===== config.mk =====
export PLATFORM = sky130hd
export DESIGN_NAME = cqidx_top
export DESIGN_NICKNAME = d
export VERILOG_FILES = /design/src/common/cqidx_pkg.sv /design/src/design/cqidx_axil.sv /design/src/design/cqidx_top.sv
export SDC_FILE = /design/constraint.sdc
export NUM_CORES = 1
export LEC_CHECK = 0
export BUFFER_PORTS_ARGS = -buffer_cell sky130_fd_sc_hd__buf_2
export CORE_ASPECT_RATIO = 1.2
export CORE_MARGIN = 3
export CORE_UTILIZATION = 60
export CTS_CLUSTER_DIAMETER = 80
export DETAILED_ROUTE_END_ITERATION = 10
export PLACE_DENSITY = 0.85
export SLEW_MARGIN = 5
export SYNTH_ARGS = -nofsm -noshare
export SYNTH_HDL_FRONTEND = slang
export SYNTH_SLANG_ARGS = --single-unit

===== constraint.sdc =====
create_clock -name i_clk -period 7.4 [get_ports i_clk]
set_input_delay 0 -clock i_clk [delete_from_list [all_inputs] [get_ports i_clk]]
set_output_delay 0 -clock i_clk [all_outputs]
set_load 0.005 [all_outputs]

===== src/common/cqidx_pkg.sv =====
// Constants for the completion ring index block
package cqidx_pkg;
  localparam int          ADDR_W           = 8;
  localparam int          DATA_W           = 32;
  localparam int          STRB_W           = 4;
  localparam int          IDX_W            = 10;
  localparam int          OFF_W            = 13;

  // Register byte addresses
  localparam logic [7:0]  PROD_IDX_ADDR    = 8'hc8;
  localparam logic [7:0]  HIPR_PTRS_ADDR   = 8'hcc;
  localparam logic [7:0]  CTRL_ADDR        = 8'he0;
  localparam logic [7:0]  IRQ_STAT_ADDR    = 8'he4;
  localparam logic [7:0]  IRQ_MASK_ADDR    = 8'he8;

  // Field positions in the index registers
  localparam int          HI_IDX_LSB       = 16;
  localparam int          LO_IDX_LSB       = 0;
  localparam int          TWO_MODE_BIT     = 15;

  // Field positions in the control register
  localparam int          TX_WE_BIT        = 0;
  localparam int          ONE_WE_BIT       = 1;
  localparam int          TWO_WE_BIT       = 2;
  localparam int          LEVEL_LSB        = 4;
  localparam int          LEVEL_W          = 4;
  localparam int          TX_SIZE_BIT      = 8;
  localparam int          ONE_SIZE_BIT     = 9;
  localparam int          TWO_SIZE_BIT     = 10;
  localparam logic [31:0] CTRL_MASK        = 32'h0000_07f7;

  // Interrupt status bits
  localparam int          IRQ_W            = 4;
  localparam int          IRQ_TWO_LVL_BIT  = 0;
  localparam int          IRQ_TX_DONE_BIT  = 1;
  localparam int          IRQ_ONE_DONE_BIT = 2;
  localparam int          IRQ_TWO_DONE_BIT = 3;

  localparam logic [31:0] REG_RESET        = 32'h0000_0000;
  localparam logic [IDX_W-1:0] IDX_ONE     = 10'h001;
  localparam logic [IDX_W-1:0] IDX_MAX     = 10'h3ff;
  localparam int          LEVEL_SHIFT      = 2;

  localparam logic [1:0]  RESP_OKAY        = 2'h0;
  localparam logic [1:0]  RESP_SLVERR      = 2'h2;
endpackage


===== src/design/cqidx_axil.sv =====
// AXI4-Lite slave front end for the completion ring index block
module cqidx_axil
  import cqidx_pkg::*;
(
  input  wire logic              i_clk,
  input  wire logic              i_rst_n,
  input  wire logic [ADDR_W-1:0] i_awaddr,
  input  wire logic              i_awvalid,
  output logic                   o_awready,
  input  wire logic [DATA_W-1:0] i_wdata,
  input  wire logic [STRB_W-1:0] i_wstrb,
  input  wire logic              i_wvalid,
  output logic                   o_wready,
  output logic [1:0]             o_bresp,
  output logic                   o_bvalid,
  input  wire logic              i_bready,
  input  wire logic [ADDR_W-1:0] i_araddr,
  input  wire logic              i_arvalid,
  output logic                   o_arready,
  output logic [DATA_W-1:0]      o_rdata,
  output logic [1:0]             o_rresp,
  output logic                   o_rvalid,
  input  wire logic              i_rready,
  output logic                   o_wr_en,
  output logic [ADDR_W-1:0]      o_wr_addr,
  output logic [DATA_W-1:0]      o_wr_data,
  output logic [STRB_W-1:0]      o_wr_strb,
  input  wire logic              i_wr_ok,
  output logic                   o_rd_en,
  output logic [ADDR_W-1:0]      o_rd_addr,
  input  wire logic [DATA_W-1:0] i_rd_data,
  input  wire logic              i_rd_ok
);
  logic              aw_hold_r;
  logic              w_hold_r;
  logic [ADDR_W-1:0] awaddr_r;
  logic [DATA_W-1:0] wdata_r;
  logic [STRB_W-1:0] wstrb_r;
  logic              bvalid_r;
  logic [1:0]        bresp_r;
  logic              awready_r;
  logic              wready_r;
  logic              arready_r;
  logic              rvalid_r;
  logic [1:0]        rresp_r;
  logic [DATA_W-1:0] rdata_r;

  wire aw_take   = i_awvalid & awready_r;
  wire w_take    = i_wvalid & wready_r;
  // Both halves held and no response pending: commit the write
  wire wr_fire   = aw_hold_r & w_hold_r & ~bvalid_r;
  wire aw_hold_nxt = (aw_hold_r & ~wr_fire) | aw_take;
  wire w_hold_nxt  = (w_hold_r & ~wr_fire) | w_take;
  wire bvalid_nxt  = (bvalid_r & ~i_bready) | wr_fire;
  wire ar_take     = i_arvalid & arready_r;
  wire rvalid_nxt  = (rvalid_r & ~i_rready) | ar_take;

  assign o_wr_en   = wr_fire;
  assign o_wr_addr = awaddr_r;
  assign o_wr_data = wdata_r;
  assign o_wr_strb = wstrb_r;
  assign o_rd_en   = ar_take;
  assign o_rd_addr = i_araddr;

  always_ff @(posedge i_clk) begin
    if (!i_rst_n) begin
      aw_hold_r <= 1'b0;
      w_hold_r  <= 1'b0;
      awaddr_r  <= '0;
      wdata_r   <= '0;
      wstrb_r   <= '0;
      bvalid_r  <= 1'b0;
      bresp_r   <= RESP_OKAY;
      awready_r <= 1'b0;
      wready_r  <= 1'b0;
      arready_r <= 1'b0;
      rvalid_r  <= 1'b0;
      rresp_r   <= RESP_OKAY;
      rdata_r   <= '0;
    end else begin
      aw_hold_r <= aw_hold_nxt;
      w_hold_r  <= w_hold_nxt;
      if (aw_take) begin
        awaddr_r <= i_awaddr;
      end
      if (w_take) begin
        wdata_r <= i_wdata;
        wstrb_r <= i_wstrb;
      end
      bvalid_r  <= bvalid_nxt;
      if (wr_fire) begin
        bresp_r <= i_wr_ok ? RESP_OKAY : RESP_SLVERR;
      end
      // Stall a second address until the pending write has answered
      awready_r <= ~aw_hold_nxt & ~bvalid_nxt;
      wready_r  <= ~w_hold_nxt & ~bvalid_nxt;
      arready_r <= ~rvalid_nxt;
      rvalid_r  <= rvalid_nxt;
      if (ar_take) begin
        rdata_r <= i_rd_ok ? i_rd_data : '0;
        rresp_r <= i_rd_ok ? RESP_OKAY : RESP_SLVERR;
      end
    end
  end

  assign o_awready = awready_r;
  assign o_wready  = wready_r;
  assign o_bvalid  = bvalid_r;
  assign o_bresp   = bresp_r;
  assign o_arready = arready_r;
  assign o_rvalid  = rvalid_r;
  assign o_rresp   = rresp_r;
  assign o_rdata   = rdata_r;
endmodule


===== src/design/cqidx_top.sv =====
// Completion ring producer/consumer index bookkeeping with AXI4-Lite access
//
// Our own choice: the AXI4-Lite interface to the registers.
module cqidx_top
  import cqidx_pkg::*;
(
  input  wire logic              i_clk,
  input  wire logic              i_rst_n,
  input  wire logic [ADDR_W-1:0] i_awaddr,
  input  wire logic              i_awvalid,
  output logic                   o_awready,
  input  wire logic [DATA_W-1:0] i_wdata,
  input  wire logic [STRB_W-1:0] i_wstrb,
  input  wire logic              i_wvalid,
  output logic                   o_wready,
  output logic [1:0]             o_bresp,
  output logic                   o_bvalid,
  input  wire logic              i_bready,
  input  wire logic [ADDR_W-1:0] i_araddr,
  input  wire logic              i_arvalid,
  output logic                   o_arready,
  output logic [DATA_W-1:0]      o_rdata,
  output logic [1:0]             o_rresp,
  output logic                   o_rvalid,
  input  wire logic              i_rready,
  input  wire logic              i_tx_done,
  input  wire logic              i_rx_one_done,
  input  wire logic              i_rx_two_done,
  output logic                   o_tx_ring_run,
  output logic                   o_rx_one_ring_run,
  output logic                   o_rx_two_ring_run,
  output logic [OFF_W-1:0]       o_tx_head_offset,
  output logic [OFF_W-1:0]       o_rx_one_head_offset,
  output logic [OFF_W-1:0]       o_rx_two_head_offset,
  output logic                   o_rx_two_empty,
  output logic                   o_rx_two_full,
  output logic                   o_irq
);
  // Byte-lane merge of a write into a stored word
  function automatic logic [31:0] merge_word(input logic [31:0] old_w,
                                             input logic [31:0] new_w,
                                             input logic [3:0]  strb);
    logic [31:0] res;
    res = old_w;
    for (int b = 0; b < 4; b++) begin
      if (strb[b]) begin
        res[b*8 +: 8] = new_w[b*8 +: 8];
      end
    end
    return res;
  endfunction

  // Byte offset of an index for 4- or 8-byte entries
  function automatic logic [OFF_W-1:0] entry_offset(
      input logic [IDX_W-1:0] idx,
      input logic             wide);
    logic [OFF_W-1:0] ext;
    ext = {{(OFF_W-IDX_W){1'b0}}, idx};
    return wide ? (ext << 3) : (ext << 2);
  endfunction

  logic              wr_en;
  logic [ADDR_W-1:0] wr_addr;
  logic [DATA_W-1:0] wr_data;
  logic [STRB_W-1:0] wr_strb;
  logic              rd_en;
  logic [ADDR_W-1:0] rd_addr;
  logic [DATA_W-1:0] rd_data;
  logic              rd_ok;
  logic              wr_ok;

  logic [IDX_W-1:0]  tx_done_ring_head_r;
  logic [IDX_W-1:0]  rx_done_ring_one_head_r;
  logic [IDX_W-1:0]  rx_done_ring_two_head_r;
  logic [IDX_W-1:0]  rx_done_ring_two_tail_r;
  logic              rx_ring_two_threshold_select_r;
  logic [31:0]       ctrl_r;
  logic [IRQ_W-1:0]  irq_stat_r;
  logic [IRQ_W-1:0]  irq_mask_r;
  logic              irq_r;
  logic              tx_run_r;
  logic              one_run_r;
  logic              two_run_r;
  logic [OFF_W-1:0]  tx_off_r;
  logic [OFF_W-1:0]  one_off_r;
  logic [OFF_W-1:0]  two_off_r;
  logic              two_empty_r;
  logic              two_full_r;

  cqidx_axil u_axil (
    .i_clk     (i_clk),
    .i_rst_n   (i_rst_n),
    .i_awaddr  (i_awaddr),
    .i_awvalid (i_awvalid),
    .o_awready (o_awready),
    .i_wdata   (i_wdata),
    .i_wstrb   (i_wstrb),
    .i_wvalid  (i_wvalid),
    .o_wready  (o_wready),
    .o_bresp   (o_bresp),
    .o_bvalid  (o_bvalid),
    .i_bready  (i_bready),
    .i_araddr  (i_araddr),
    .i_arvalid (i_arvalid),
    .o_arready (o_arready),
    .o_rdata   (o_rdata),
    .o_rresp   (o_rresp),
    .o_rvalid  (o_rvalid),
    .i_rready  (i_rready),
    .o_wr_en   (wr_en),
    .o_wr_addr (wr_addr),
    .o_wr_data (wr_data),
    .o_wr_strb (wr_strb),
    .i_wr_ok   (wr_ok),
    .o_rd_en   (rd_en),
    .o_rd_addr (rd_addr),
    .i_rd_data (rd_data),
    .i_rd_ok   (rd_ok)
  );

  // Control fields
  wire tx_we    = ctrl_r[TX_WE_BIT];
  wire one_we   = ctrl_r[ONE_WE_BIT];
  wire two_we   = ctrl_r[TWO_WE_BIT];
  wire tx_wide  = ctrl_r[TX_SIZE_BIT];
  wire one_wide = ctrl_r[ONE_SIZE_BIT];
  wire two_wide = ctrl_r[TWO_SIZE_BIT];
  wire [LEVEL_W-1:0] rx_ring_two_level = ctrl_r[LEVEL_LSB +: LEVEL_W];

  // Address decode
  wire wr_prod = wr_en & (wr_addr == PROD_IDX_ADDR);
  wire wr_hipr = wr_en & (wr_addr == HIPR_PTRS_ADDR);
  wire wr_ctrl = wr_en & (wr_addr == CTRL_ADDR);
  wire wr_mask = wr_en & (wr_addr == IRQ_MASK_ADDR);
  wire wr_stat = wr_en & (wr_addr == IRQ_STAT_ADDR);
  assign wr_ok = wr_prod | wr_hipr | wr_ctrl | wr_mask | wr_stat;
  wire rd_stat = rd_en & (rd_addr == IRQ_STAT_ADDR);

  wire [31:0] prod_word = {6'h00, tx_done_ring_head_r, 6'h00,
                           rx_done_ring_one_head_r};
  wire [31:0] hipr_word = {6'h00, rx_done_ring_two_head_r,
                           rx_ring_two_threshold_select_r, 5'h00,
                           rx_done_ring_two_tail_r};
  wire [31:0] prod_wr   = merge_word(prod_word, wr_data, wr_strb);
  wire [31:0] hipr_wr   = merge_word(hipr_word, wr_data, wr_strb);
  wire [31:0] ctrl_wr   = merge_word(ctrl_r, wr_data, wr_strb) & CTRL_MASK;
  wire [31:0] mask_wr   = merge_word({{(32-IRQ_W){1'b0}}, irq_mask_r},
                                     wr_data, wr_strb);

  assign rd_ok = (rd_addr == PROD_IDX_ADDR) | (rd_addr == HIPR_PTRS_ADDR) |
                 (rd_addr == CTRL_ADDR) | (rd_addr == IRQ_STAT_ADDR) |
                 (rd_addr == IRQ_MASK_ADDR);
  assign rd_data =
      (rd_addr == PROD_IDX_ADDR)  ? prod_word :
      (rd_addr == HIPR_PTRS_ADDR) ? hipr_word :
      (rd_addr == CTRL_ADDR)      ? ctrl_r :
      (rd_addr == IRQ_STAT_ADDR)  ? {{(32-IRQ_W){1'b0}}, irq_stat_r} :
      (rd_addr == IRQ_MASK_ADDR)  ? {{(32-IRQ_W){1'b0}}, irq_mask_r} :
      32'h0000_0000;

  wire tx_inc  = i_tx_done & ~tx_we;
  wire one_inc = i_rx_one_done & ~one_we;
  wire two_inc = i_rx_two_done & ~two_we;

  wire [IDX_W-1:0] two_valid = rx_done_ring_two_head_r -
                               rx_done_ring_two_tail_r;
  // One slot always stays open, so usable space is one less than size
  wire [IDX_W-1:0] two_free  = IDX_MAX - two_valid;
  wire [IDX_W-1:0] two_level = {{(IDX_W-LEVEL_W){1'b0}},
                                rx_ring_two_level} << LEVEL_SHIFT;
  wire lvl_free  = two_free <= two_level;
  wire lvl_valid = two_valid >= two_level;
  wire two_lvl_hit = rx_ring_two_threshold_select_r ? lvl_valid : lvl_free;

  wire [IRQ_W-1:0] irq_events;
  assign irq_events[IRQ_TWO_LVL_BIT]  = two_lvl_hit;
  assign irq_events[IRQ_TX_DONE_BIT]  = tx_inc;
  assign irq_events[IRQ_ONE_DONE_BIT] = one_inc;
  assign irq_events[IRQ_TWO_DONE_BIT] = two_inc;
  // Read clears, but an event in the same cycle survives the clear
  wire [IRQ_W-1:0] irq_stat_nxt = (rd_stat ? '0 : irq_stat_r) | irq_events;

  // Transmit head
  always_ff @(posedge i_clk) begin
    if (!i_rst_n) begin
      tx_done_ring_head_r <= '0;
    end else if (wr_prod && tx_we) begin
      tx_done_ring_head_r <= prod_wr[HI_IDX_LSB +: IDX_W];
    end else if (tx_inc) begin
      tx_done_ring_head_r <= tx_done_ring_head_r + IDX_ONE;
    end
  end

  // Ring one head
  always_ff @(posedge i_clk) begin
    if (!i_rst_n) begin
      rx_done_ring_one_head_r <= '0;
    end else if (wr_prod && one_we) begin
      rx_done_ring_one_head_r <= prod_wr[LO_IDX_LSB +: IDX_W];
    end else if (one_inc) begin
      rx_done_ring_one_head_r <= rx_done_ring_one_head_r + IDX_ONE;
    end
  end

  // Ring two head
  always_ff @(posedge i_clk) begin
    if (!i_rst_n) begin
      rx_done_ring_two_head_r <= '0;
    end else if (wr_hipr && two_we) begin
      rx_done_ring_two_head_r <= hipr_wr[HI_IDX_LSB +: IDX_W];
    end else if (two_inc) begin
      rx_done_ring_two_head_r <= rx_done_ring_two_head_r + IDX_ONE;
    end
  end

  // Ring two tail, threshold mode, control and mask
  always_ff @(posedge i_clk) begin
    if (!i_rst_n) begin
      rx_done_ring_two_tail_r        <= '0;
      rx_ring_two_threshold_select_r <= 1'b0;
      ctrl_r                         <= REG_RESET;
      irq_mask_r                     <= '0;
    end else begin
      if (wr_hipr) begin
        rx_done_ring_two_tail_r        <= hipr_wr[LO_IDX_LSB +: IDX_W];
        rx_ring_two_threshold_select_r <= hipr_wr[TWO_MODE_BIT];
      end
      if (wr_ctrl) begin
        ctrl_r <= ctrl_wr;
      end
      if (wr_mask) begin
        irq_mask_r <= mask_wr[IRQ_W-1:0];
      end
    end
  end

  // Status, interrupt and registered outputs
  always_ff @(posedge i_clk) begin
    if (!i_rst_n) begin
      irq_stat_r  <= '0;
      irq_r       <= 1'b0;
      tx_run_r    <= 1'b0;
      one_run_r   <= 1'b0;
      two_run_r   <= 1'b0;
      tx_off_r    <= '0;
      one_off_r   <= '0;
      two_off_r   <= '0;
      two_empty_r <= 1'b1;
      two_full_r  <= 1'b0;
    end else begin
      irq_stat_r  <= irq_stat_nxt;
      irq_r       <= |(irq_stat_nxt & irq_mask_r);
      tx_run_r    <= ~tx_we;
      one_run_r   <= ~one_we;
      two_run_r   <= ~two_we;
      tx_off_r    <= entry_offset(tx_done_ring_head_r, tx_wide);
      one_off_r   <= entry_offset(rx_done_ring_one_head_r, one_wide);
      two_off_r   <= entry_offset(rx_done_ring_two_head_r, two_wide);
      two_empty_r <= rx_done_ring_two_head_r == rx_done_ring_two_tail_r;
      two_full_r  <= (rx_done_ring_two_head_r + IDX_ONE) ==
                     rx_done_ring_two_tail_r;
    end
  end

  assign o_irq                = irq_r;
  assign o_tx_ring_run        = tx_run_r;
  assign o_rx_one_ring_run    = one_run_r;
  assign o_rx_two_ring_run    = two_run_r;
  assign o_tx_head_offset     = tx_off_r;
  assign o_rx_one_head_offset = one_off_r;
  assign o_rx_two_head_offset = two_off_r;
  assign o_rx_two_empty       = two_empty_r;
  assign o_rx_two_full        = two_full_r;
endmodule


== Word-level counts from Yosys, hierarchy flattened ==
Index checks and enable logic that the tools add are counted.

* Register bits after elaboration: 185
* Input port bits: 62
* Output and inout bits: 86
* Word-level logic and storage cells: 159

* Add/sub/neg operators: 5
* Order comparisons: 2
* Equality and inequality tests: 18
* Multiplexer cells: 23
* Bitwise logic cells: 46
* Reduce and logical (&&, ||, !) cells: 24

{| class="wikitable"
|+ Operator list
! cell !! count
|-
| 8-bit equality test (second input constant) || 10
|-
| 26-bit 2-to-1 mux || 3
|-
| 10-bit 2-to-1 mux || 6
|-
| 12-bit 2-to-1 mux || 3
|-
| 10-bit by 1-bit adder with 10-bit output (second input constant) || 3
|-
| 2-bit AND reduction || 14
|-
| 1-bit AND || 20
|-
| 10-bit equality test || 2
|-
| 8-bit 2-to-1 mux || 2
|-
| 4-bit 2-to-1 mux || 3
|-
| 2-bit by 1-bit != test with 1-bit output (second input constant) || 6
|-
| 1-bit NOT || 12
|-
| 1-bit bitwise OR || 12
|-
| 11-bit 2-to-1 mux || 1
|-
| 10-bit by 6-bit >= comparator with 1-bit output || 1
|-
| 10-bit by 6-bit <= comparator with 1-bit output || 1
|-
| 10-bit subtractor || 1
|-
| 10-bit subtractor (first input constant) || 1
|-
| 2-bit 2-to-1 mux || 4
|-
| 2-bit nonzero test || 3
|-
| 2-bit OR reduction || 3
|-
| 4-bit AND || 1
|-
| 4-bit bitwise OR || 1
|-
| 4-bit OR reduction || 1
|-
| other kinds (2) || 4
|}

== Logic depth before layout (Yosys ltp) ==
Gate-level depths: netlist (run 1).

* Depth in word-level cells: 8
* Mapped depth: 15
* Gate-level depth less buffers: 15

== Modules after synthesis ==
From an unflattened synthesis (run 1), not the netlist that was laid out.

* Cells, all modules: 1,081
* Area total of the unflattened synthesis: 9,147.5 sq um

{| class="wikitable"
|+ By module, submodules not included
! module !! instances !! cells each !! area each (sq um) !! sequential area each (sq um)
|-
| cqidx_top || 1 || 705 || 5,696.7 || 1,961.9
|-
| cqidx_axil || 1 || 376 || 3,450.8 || 1,701.6
|}

== Least setup slack after synthesis (run 1) ==
No wires, ideal clock.

* Path kind: register -> register
* From: register rx_done_ring_two_head_r[0]
* To: register irq_r (netlist: o_irq)
* Setup time: 0.086 ns
* Arrival: 3.162 ns
* Required time: 7.314 ns
* Setup slack: 4.153 ns
* Stages on the path, launching flop included: 16
* Buffers on the path: 0
* Clock period less this slack: 3.247 ns
* Path through: dfxtp_1 -> inv_1 -> ha_1 -> fa_1 -> nand2b_1 -> nand2_1 -> a21o_1 -> xor2_1 -> ha_1 -> nor4b_1 -> a21oi_1 -> a21o_1 -> a221oi_1 -> a31oi_1 -> o2111a_1 -> a211oi_1

* Word-level cells in the longest chain between the ends: 7
* Elaborated cells on any way between the ends: 8
* Those cells by class: add/sub: 2; order compare: 2; mux: 1; bitwise: 2; reduce/logical: 1

{| class="wikitable"
|+ RTL lines
! item !! RTL line !! text
|-
| from (decl) || cqidx_top.sv:74 || <nowiki>logic [IDX_W-1:0] rx_done_ring_two_head_r;</nowiki>
|-
| from (signal assigned) || cqidx_top.sv:210 || <nowiki>rx_done_ring_two_head_r <= hipr_wr[HI_IDX_LSB +: IDX_W];</nowiki>
|-
| from (signal assigned) || cqidx_top.sv:212 || <nowiki>rx_done_ring_two_head_r <= rx_done_ring_two_head_r + IDX_ONE;</nowiki>
|-
| 10-bit subtractor (*) || cqidx_top.sv:165 || <nowiki>wire [IDX_W-1:0] two_valid = rx_done_ring_two_head_r -</nowiki>
|-
| 10-bit subtractor || cqidx_top.sv:168 || <nowiki>wire [IDX_W-1:0] two_free = IDX_MAX - two_valid;</nowiki>
|-
| 10-bit by 6-bit <= comparator with 1-bit output || cqidx_top.sv:171 || <nowiki>wire lvl_free = two_free <= two_level;</nowiki>
|-
| 1-bit 2-to-1 mux (*) || cqidx_top.sv:173 || <nowiki>wire two_lvl_hit = rx_ring_two_threshold_select_r ? lvl_valid : lvl_free;</nowiki>
|-
| 4-bit bitwise OR (*) || cqidx_top.sv:181 || <nowiki>wire [IRQ_W-1:0] irq_stat_nxt = (rd_stat ? '0 : irq_stat_r) | irq_events;</nowiki>
|-
| 4-bit AND (*) || cqidx_top.sv:252 || <nowiki>irq_r <= |(irq_stat_nxt & irq_mask_r);</nowiki>
|-
| 4-bit OR reduction (*) || cqidx_top.sv:252 ||
|-
| to (signal assigned) || cqidx_top.sv:252 ||
|-
| to (decl) || cqidx_top.sv:80 || <nowiki>logic irq_r;</nowiki>
|}

Every way passes the cells marked *; elsewhere a longest branch is shown, timed or not.
A chain may end at the register's enable or synchronous reset.

== Final worst setup path (run 1) ==
Same ends and word-level chain as after synthesis.

==> flow_summary.toml, run 1 <==
[synthesis]
avgSynthCellArea_um2 = 7.952
synthTopCellsByArea = "dfxtp_1, a21oi_1, nand2_1"
synth_edf_count = 0
synth_cells = 999
async_flop_share_pct = 0
synth_area_um2 = 7944
yosys_warnings = 0
synthFlopType = "dfxtp_1"
ys_types = 65
synth_top_area_share_pct = 41.08
synth-seq-cells = 163
synth_area_leader_cell = "dfxtp_1"
yosysSeqAreaShare_pct = 41.08

[timing]
rsz0062_at_grt = "no"
tightest_slew_ps = 1218
hold_viol = 0
finalCritPeriodShare_pct = 51.19
final-setup-viol-count = 0
max_freq_mhz = 264.0
fin_setup_tns_ps = 0
slew_headroom_pct = 18.44
drv_slew = 0
min_period_ps = 3788
skew_ps = 15.57

[final_layout]
drive_above_1_share_pct = 15.60
final_area_um2 = 9405
antennaDiodeCount = 0
area_growth_pct = 18.40
nets = 1198
fillCellCount = 946

[setup_path]
required_ps = 7740
crit_fanout = 8
crit_start = "rx_done_ring_two_head_r[0]"
cp.arrival_ps = 4130
worstSetupEndpointType = "flip-flop"
crit_type = "reg -> reg"
reg2reg_slack_ps = 3610
timing.rr.start = "rx_done_ring_two_head_r[0]"
crit_path_start_kind = "flip-flop"

[global_routing]
grt_pass1_wl_um = 36670
grt_most_used_layer = "met2"
antenna_found_initial = 0
grt_max_degree = 90
grt-ovfl-total = 0
grt_pass1_vias = 7242
grt_util_met1_pct = 35.80
met3_usage_pct = 7.438
track_usage_pct = 30.81
met2_usage_pct = 52.60

[clocking]
ctsHoldBuffers = 37
clk_pin_slew_ps = 70
htreeDepth = 4
clockBufferDepth = 2
cts_tree = "built"
clock_sinks = 163
root_buffer = "clkbuf_16"
cts_resized = 0
post_cts_buffers = 0
clk_latency_ps = 440
numCtsBuffers = 17

[placed_design]
routabilityCongestion = 0.9301
numPortBuffers = 119
dpl_cell_area_um2 = 8426
dp_hpwl_um = 14960

[floorplanning]
start_util_pct = 62.15
die_y_um = 132.0
ios = 148
rows = 45
core_area_um2 = 12780
die_area_um2 = 14660
dieWidth_um = 111.0

[detailed_routing]
routed-via-count = 7658
drtPass1Iterations = 8
viasPerCell = 5.927
wirelength_um = 22740
wl_per_cell_um = 17.60
drc = 0
ant_nets = 0
initialDrtViolationCount = 766

[status]
status = "finished, final reports clean"

[power_and_ir_drop]
cellPowerDensity_nw_per_um2 = 209.9
irDropWorstVdd_mv = 0.1544
p_leak_nw = 3.718

[min_path]
min_from = "i_araddr[4]"
hold_path_class = "in -> reg"

[run]
cap_viol_max_count = 0
[cells by family after synthesis]
family,after synthesis,share of synthesized area [%]
muxes,40,5.103
buffers and inverters,110,6.600
adders and majority gates,21,3.402
xor gates and xnor gates,19,2.095
AOI/OAI and AO/OA,253,19.23
other,1,0.04721
DFF,163,41.08
and+or+nand+nor,392,22.44
[report_power, final]
part / switching (mW) / internal [mW]
clock network: 0.387 / 0.516
logic: 0.0865 / 0.0620
registers: 0.0251 / 0.898
total: 0.498 / 1.48
[Yosys cell counts (all sizes together), types with 3 or more instances]
cell type  instances
nor4               3
inv               31
o31ai              3
or2                6
xnor2             10
and2              12
a222oi             3
ha                20
a21oi            143
nand3b             3
mux2               4
and3              12
nand3             32
xor2               9
nand2b             7
a31oi              6
nor3b              5
clkbuf            38
nand2            158
dfxtp            163
nor3              24
nor2             106
a22oi             13
o21ai             34
nor2b             10
or3                3
a211oi             9
a21o               9
buf               41
nand4              6
a221oi             3
mux2i             36
o32ai             10
[state kept, by name (all words and copies together) (netlist names), 10 cells and up]
name / count
o_tx_head_offset: 11
tx_done_ring_head_r: 10
ctrl_r: 10
u_axil.o_rdata: 22
rx_done_ring_two_head_r: 10
rx_done_ring_two_tail_r: 10
rx_done_ring_one_head_r: 10
u_axil.o_wr_data: 22
o_rx_one_head_offset: 11
o_rx_two_head_offset: 11
[metal layers]
metal,vias up,share of wire (%)
li1,3671,-
met1,3544,39
met2,357,49
met3,86,7.4
met4,0,5.3
met5,-,0
[cell usage in the layout, fill, tap and decap left out, drive strengths merged, types with 3 or more instances in the layout]
master | netlist | layout
dfxtp | 163 | 163
nand2 | 158 | 158
a21oi | 143 | 143
buf | 41 | 122
nor2 | 106 | 106
dlygate4sd3 | 0 | 37
mux2i | 36 | 36
inv | 31 | 36
o21ai | 34 | 34
nand3 | 32 | 32
nor3 | 24 | 24
ha | 20 | 20
conb | 1 | 18
clkbuf | 38 | 18
a22oi | 13 | 13
and2 | 12 | 12
and3 | 12 | 12
nor2b | 10 | 10
xnor2 | 10 | 10
o32ai | 10 | 10
a211oi | 9 | 9
a21o | 9 | 9
xor2 | 9 | 9
nand2b | 7 | 7
a31oi | 6 | 6
or2 | 6 | 6
nand4 | 6 | 6
nor3b | 5 | 5
mux2 | 4 | 4
clkinv | 0 | 4
a222oi | 3 | 3
o31ai | 3 | 3
nand3b | 3 | 3
nor4 | 3 | 3
or3 | 3 | 3
clkinvlp | 0 | 3
a221oi | 3 | 3
[critical path, cell delays in order (launching register included)]
cell	delay, ps
dfxtp_1	480
inv_1	140
ha_1	260
fa_1	400
nand2b_1	200
nand2_1	100
a21o_1	140
xor2_1	230
ha_1	300
nor4b_1	300
a21oi_1	110
a21o_1	160
a221oi_1	270
a31oi_1	150
o2111a_1	250
a211oi_1	210
[through the flow]
stage          setup WS (ps)  hold WS [ps]  util, %  cells  power (mW)
3_3_place_gp            3790         243.0    65.92   1223       1.067
3_5_place_dp            3743         246.1    65.92   1223       1.069
4_1_cts                 3668         41.09    73.59   1292       1.974
6_report                3612         59.97    73.59   1292       1.974
5_1_grt                 3342         74.34    73.59   1292       2.032
2_1_floorplan           4153         136.0        -   1016       1.028
[final timing paths]
kind | to | cells past startpoint
max reg2reg | o_irq | 15
min reg2reg | u_axil.o_rdata[15] | 2
min | u_axil.o_rresp[1] | 4
max | o_irq | 15
[area by class of cell]
type / instances / area, µm² / share of cell area [%]
clock buffers: 18 / 439.2 / 4.669
clock inverters: 14 / 170.2 / 1.809
inverters: 31 / 118.9 / 1.264
multi-input cells: 743 / 4220 / 44.87
flip-flops and latches: 163 / 3263 / 34.69
well taps: 164 / 205.2 / 2.182
repair buffers: 159 / 988.4 / 10.51
Power figures use the tool's default switching activity.
==> run 2, diff against run 1 <==
--- a/config.mk
+++ b/config.mk
@@ -5,13 +5,14 @@
 export SDC_FILE = /design/constraint.sdc
 export NUM_CORES = 1
 export LEC_CHECK = 0
+export ABC_AREA = 1
 export BUFFER_PORTS_ARGS = -buffer_cell sky130_fd_sc_hd__buf_2
 export CORE_ASPECT_RATIO = 1.2
 export CORE_MARGIN = 3
-export CORE_UTILIZATION = 60
+export CORE_UTILIZATION = 50
 export CTS_CLUSTER_DIAMETER = 80
 export DETAILED_ROUTE_END_ITERATION = 10
-export PLACE_DENSITY = 0.85
+export PLACE_DENSITY = 0.76
 export SLEW_MARGIN = 5
 export SYNTH_ARGS = -nofsm -noshare
 export SYNTH_HDL_FRONTEND = slang
==> constraint.sdc (replaced) <==
create_clock -name i_clk -period 3.2 [get_ports i_clk]
set_input_delay 0 -clock i_clk [delete_from_list [all_inputs] [get_ports i_clk]]
set_output_delay 0 -clock i_clk [all_outputs]
set_load 0.005 [all_outputs]
==> run 2 against run 1 <==
Against the previous run:
- flip-flop and latch count unchanged
- via count decreased by 0.16%
- critical path type unchanged
- register-to-register slack got worse by 3300 ps
- critical endpoint unchanged
- cell count up 11%
- first-iteration DRC count decreased by 14%
- largest cell class unchanged
- non-clock buffer count up 2
==> flow_summary.toml, run 2 <==
[global_routing]
track_usage_pct = 26.04
grt_pass1_wl_um = 35420
antenna_found_initial = 0
grt_pass1_vias = 7083
grt_max_degree = 102
grt-ovfl-total = 0

[final_layout]
area_growth_pct = 20.79
drive_above_1_share_pct = 15.27
nets = 1295
final_common_cell = "nand2_1"
final_cell_mix = "nand2_1, dfxtp_1, o21ai_0, inv_1, buf_2"
antennaDiodeCount = 0

[setup_path]
crit_fanout = 6
cp.arrival_ps = 3210
timing.rr.start = "rx_done_ring_two_head_r[0]"
crit_start = "rx_done_ring_two_head_r[0]"
crit_top_cell = "nand2_1"
worst_path_max_delay_cell = "fa_1"
path_buf_inv = 2
crit_path_start_kind = "flip-flop"
crit_type = "reg -> reg"
reg2reg_slack_ps = 310
slowest_delay_ps = 410
worstSetupEndpointType = "flip-flop"
cpLargestDelayFamily = "simple AND/OR/NAND/NOR gates"
required_ps = 3530
crit_path_cell_trace = "inv_2 > ha_1 > fa_1 > inv_1 > nand2_1 > nand2_1 > and2_1 > xor2_1 > ha_1 > nor2_2 > nand2_1 > nand2_1 > nand2_1 > nand2_1 > nor2_1 > nand3_1 > nor2_1 > nor2_1 > nand2_1 > nand3_1 > nand2_1"

[min_path]
hold_path_class = "in -> reg"
min_from = "i_rst_n"

[synthesis]
synthTopCellsByArea = "dfxtp_1, nand2_1, o21ai_0"
synth.most_common_cell = "nand2_1"
async_flop_share_pct = 0
synth_area_um2 = 7729
synth_common_cells = "nand2_1, dfxtp_1, o21ai_0, inv_1, nor2_1"
synth_cells = 1064
yosys_warnings = 0
synth_edf_count = 0
synthFlopType = "dfxtp_1"
synth_area_leader_cell = "dfxtp_1"
synth-seq-cells = 163
yosysSeqAreaShare_pct = 42.22
ys_types = 48
avgSynthCellArea_um2 = 7.264
synth_top_area_share_pct = 42.22

[placed_design]
numPortBuffers = 119
dp_hpwl_um = 15770
routabilityCongestion = 0.9570
place_ws_ps = 292.3

[timing]
worst_hold_slack_ps = 54.92
slew_headroom_pct = 51.69
tightest_slew_ps = 718.0
max_freq_mhz = 346.4
finalCritPeriodShare_pct = 90.21
min_period_ps = 2887
skew_ps = 6.639
setup_slack_ps = 313.3
drv_slew = 0
hold_viol = 0
final-setup-viol-count = 0

[clocking]
numCtsBuffers = 17
htreeDepth = 4
root_buffer = "clkbuf_16"
clock_sinks = 163
clk_latency_ps = 440
clockBufferDepth = 2
post_cts_buffers = 0
cts_tree = "built"
clk_pin_slew_ps = 70

[power_and_ir_drop]
p_leak_nw = 4.161
irDropWorstVdd_mv = 0.3170
cellPowerDensity_nw_per_um2 = 495.1

[run]
cap_viol_max_count = 0

[floorplanning]
ios = 148
start_util_pct = 51.24
die_area_um2 = 16990
rows = 49
core_area_um2 = 15080
dieWidth_um = 119.5
die_y_um = 142.2

[detailed_routing]
initialDrtViolationCount = 657
routed-via-count = 7646
wl_per_cell_um = 15.64
viasPerCell = 5.351
ant_nets = 0
wirelength_um = 22350
drtPass1Iterations = 5
drc = 0

[status]
status = "finished, final reports clean"
==> run 2: cell count changes in the layout (fill, tap and decap cells not counted), sizes merged, moves of 11 or more <==
cell | previous run | this run
nor2 | 106 | 118
o22ai | 2 | 50
and2 | 12 | 1
nand2 | 158 | 188
inv | 36 | 135
mux2i | 36 | 0
o21ai | 34 | 136
a22oi | 13 | 0
nor3 | 24 | 10
a21oi | 143 | 98
and3 | 12 | 1
nand3 | 32 | 43
==> run 2: final timing paths <==
kind         cells after the start            endpoint
max                             21               o_irq
max reg2reg                     21               o_irq
min                              3      o_rx_two_empty
min reg2reg                      2  u_axil.o_rdata[18]
==> run 2: stage by stage <==
| stage | total power [mW] | cell area [µm²] | util [%] | TNS [ps] | cells |
|---|---|---|---|---|---|
| after floorplan | 2.588 | 7792 | - | 0 | 1081 |
| after global placement | 2.737 | 8433 | 55.92 | 0 | 1361 |
| after detailed placement | 2.746 | 8433 | 55.92 | 0 | 1361 |
| after CTS | 4.622 | 9333 | 61.88 | 0 | 1429 |
| after global routing | 4.805 | 9335 | 61.90 | -12.58 | 1429 |
| final | 4.622 | 9335 | 61.90 | 0 | 1429 |
==> run 2: kinds of logic after synthesis <==
| group | count (synthesis) | synth area share, % |
|---|---|---|
| buffers and inverters | 185 | 10.09 |
| other | 1 | 0.04852 |
| AOI/OAI and AO/OA | 304 | 21.14 |
| xor gates and xnor gates | 16 | 1.813 |
| adders and majority gates | 21 | 3.497 |
| DFF | 163 | 42.22 |
| and+or+nand+nor | 374 | 21.19 |
==> run 2: what timing repair did <==
item	CTS	global route
hold buffers	36	0
endpoints found under the hold margin	39	0
endpoints found under the setup margin	0	1
gates resized for setup	0	2
==> run 2: routing by layer <==
layer / track usage, % / wire length (µm) / vias up
met3: 4.453 / 1449 / 42
met2: 43.90 / 10820 / 285
met5: 0 / 0 / -
met1: 33.71 / 9533 / 3509
li1: - / - / 3810
met4: 9.590 / 546 / 0
==> run 2: layout make-up <==
cell class	instances	area, µm²
clock buffers	18	429.2
clock inverters	14	110.1
fillers	1368	5747
repair buffers	161	1013
flip-flops and latches	163	3263
inverters	136	511.7
multi-input cells	733	3752
well taps	204	255.2
==> run 2: tightest hold or removal path: stages <==
cell,delay (ps)
buf_2,110
buf_12,200
o41ai_1,110
==> run 2: report_power, final <==
part | internal, mW | switching [mW]
Combinational | 0.219 | 0.350
Sequential | 2.11 | 0.0737
Clock | 0.997 | 0.870
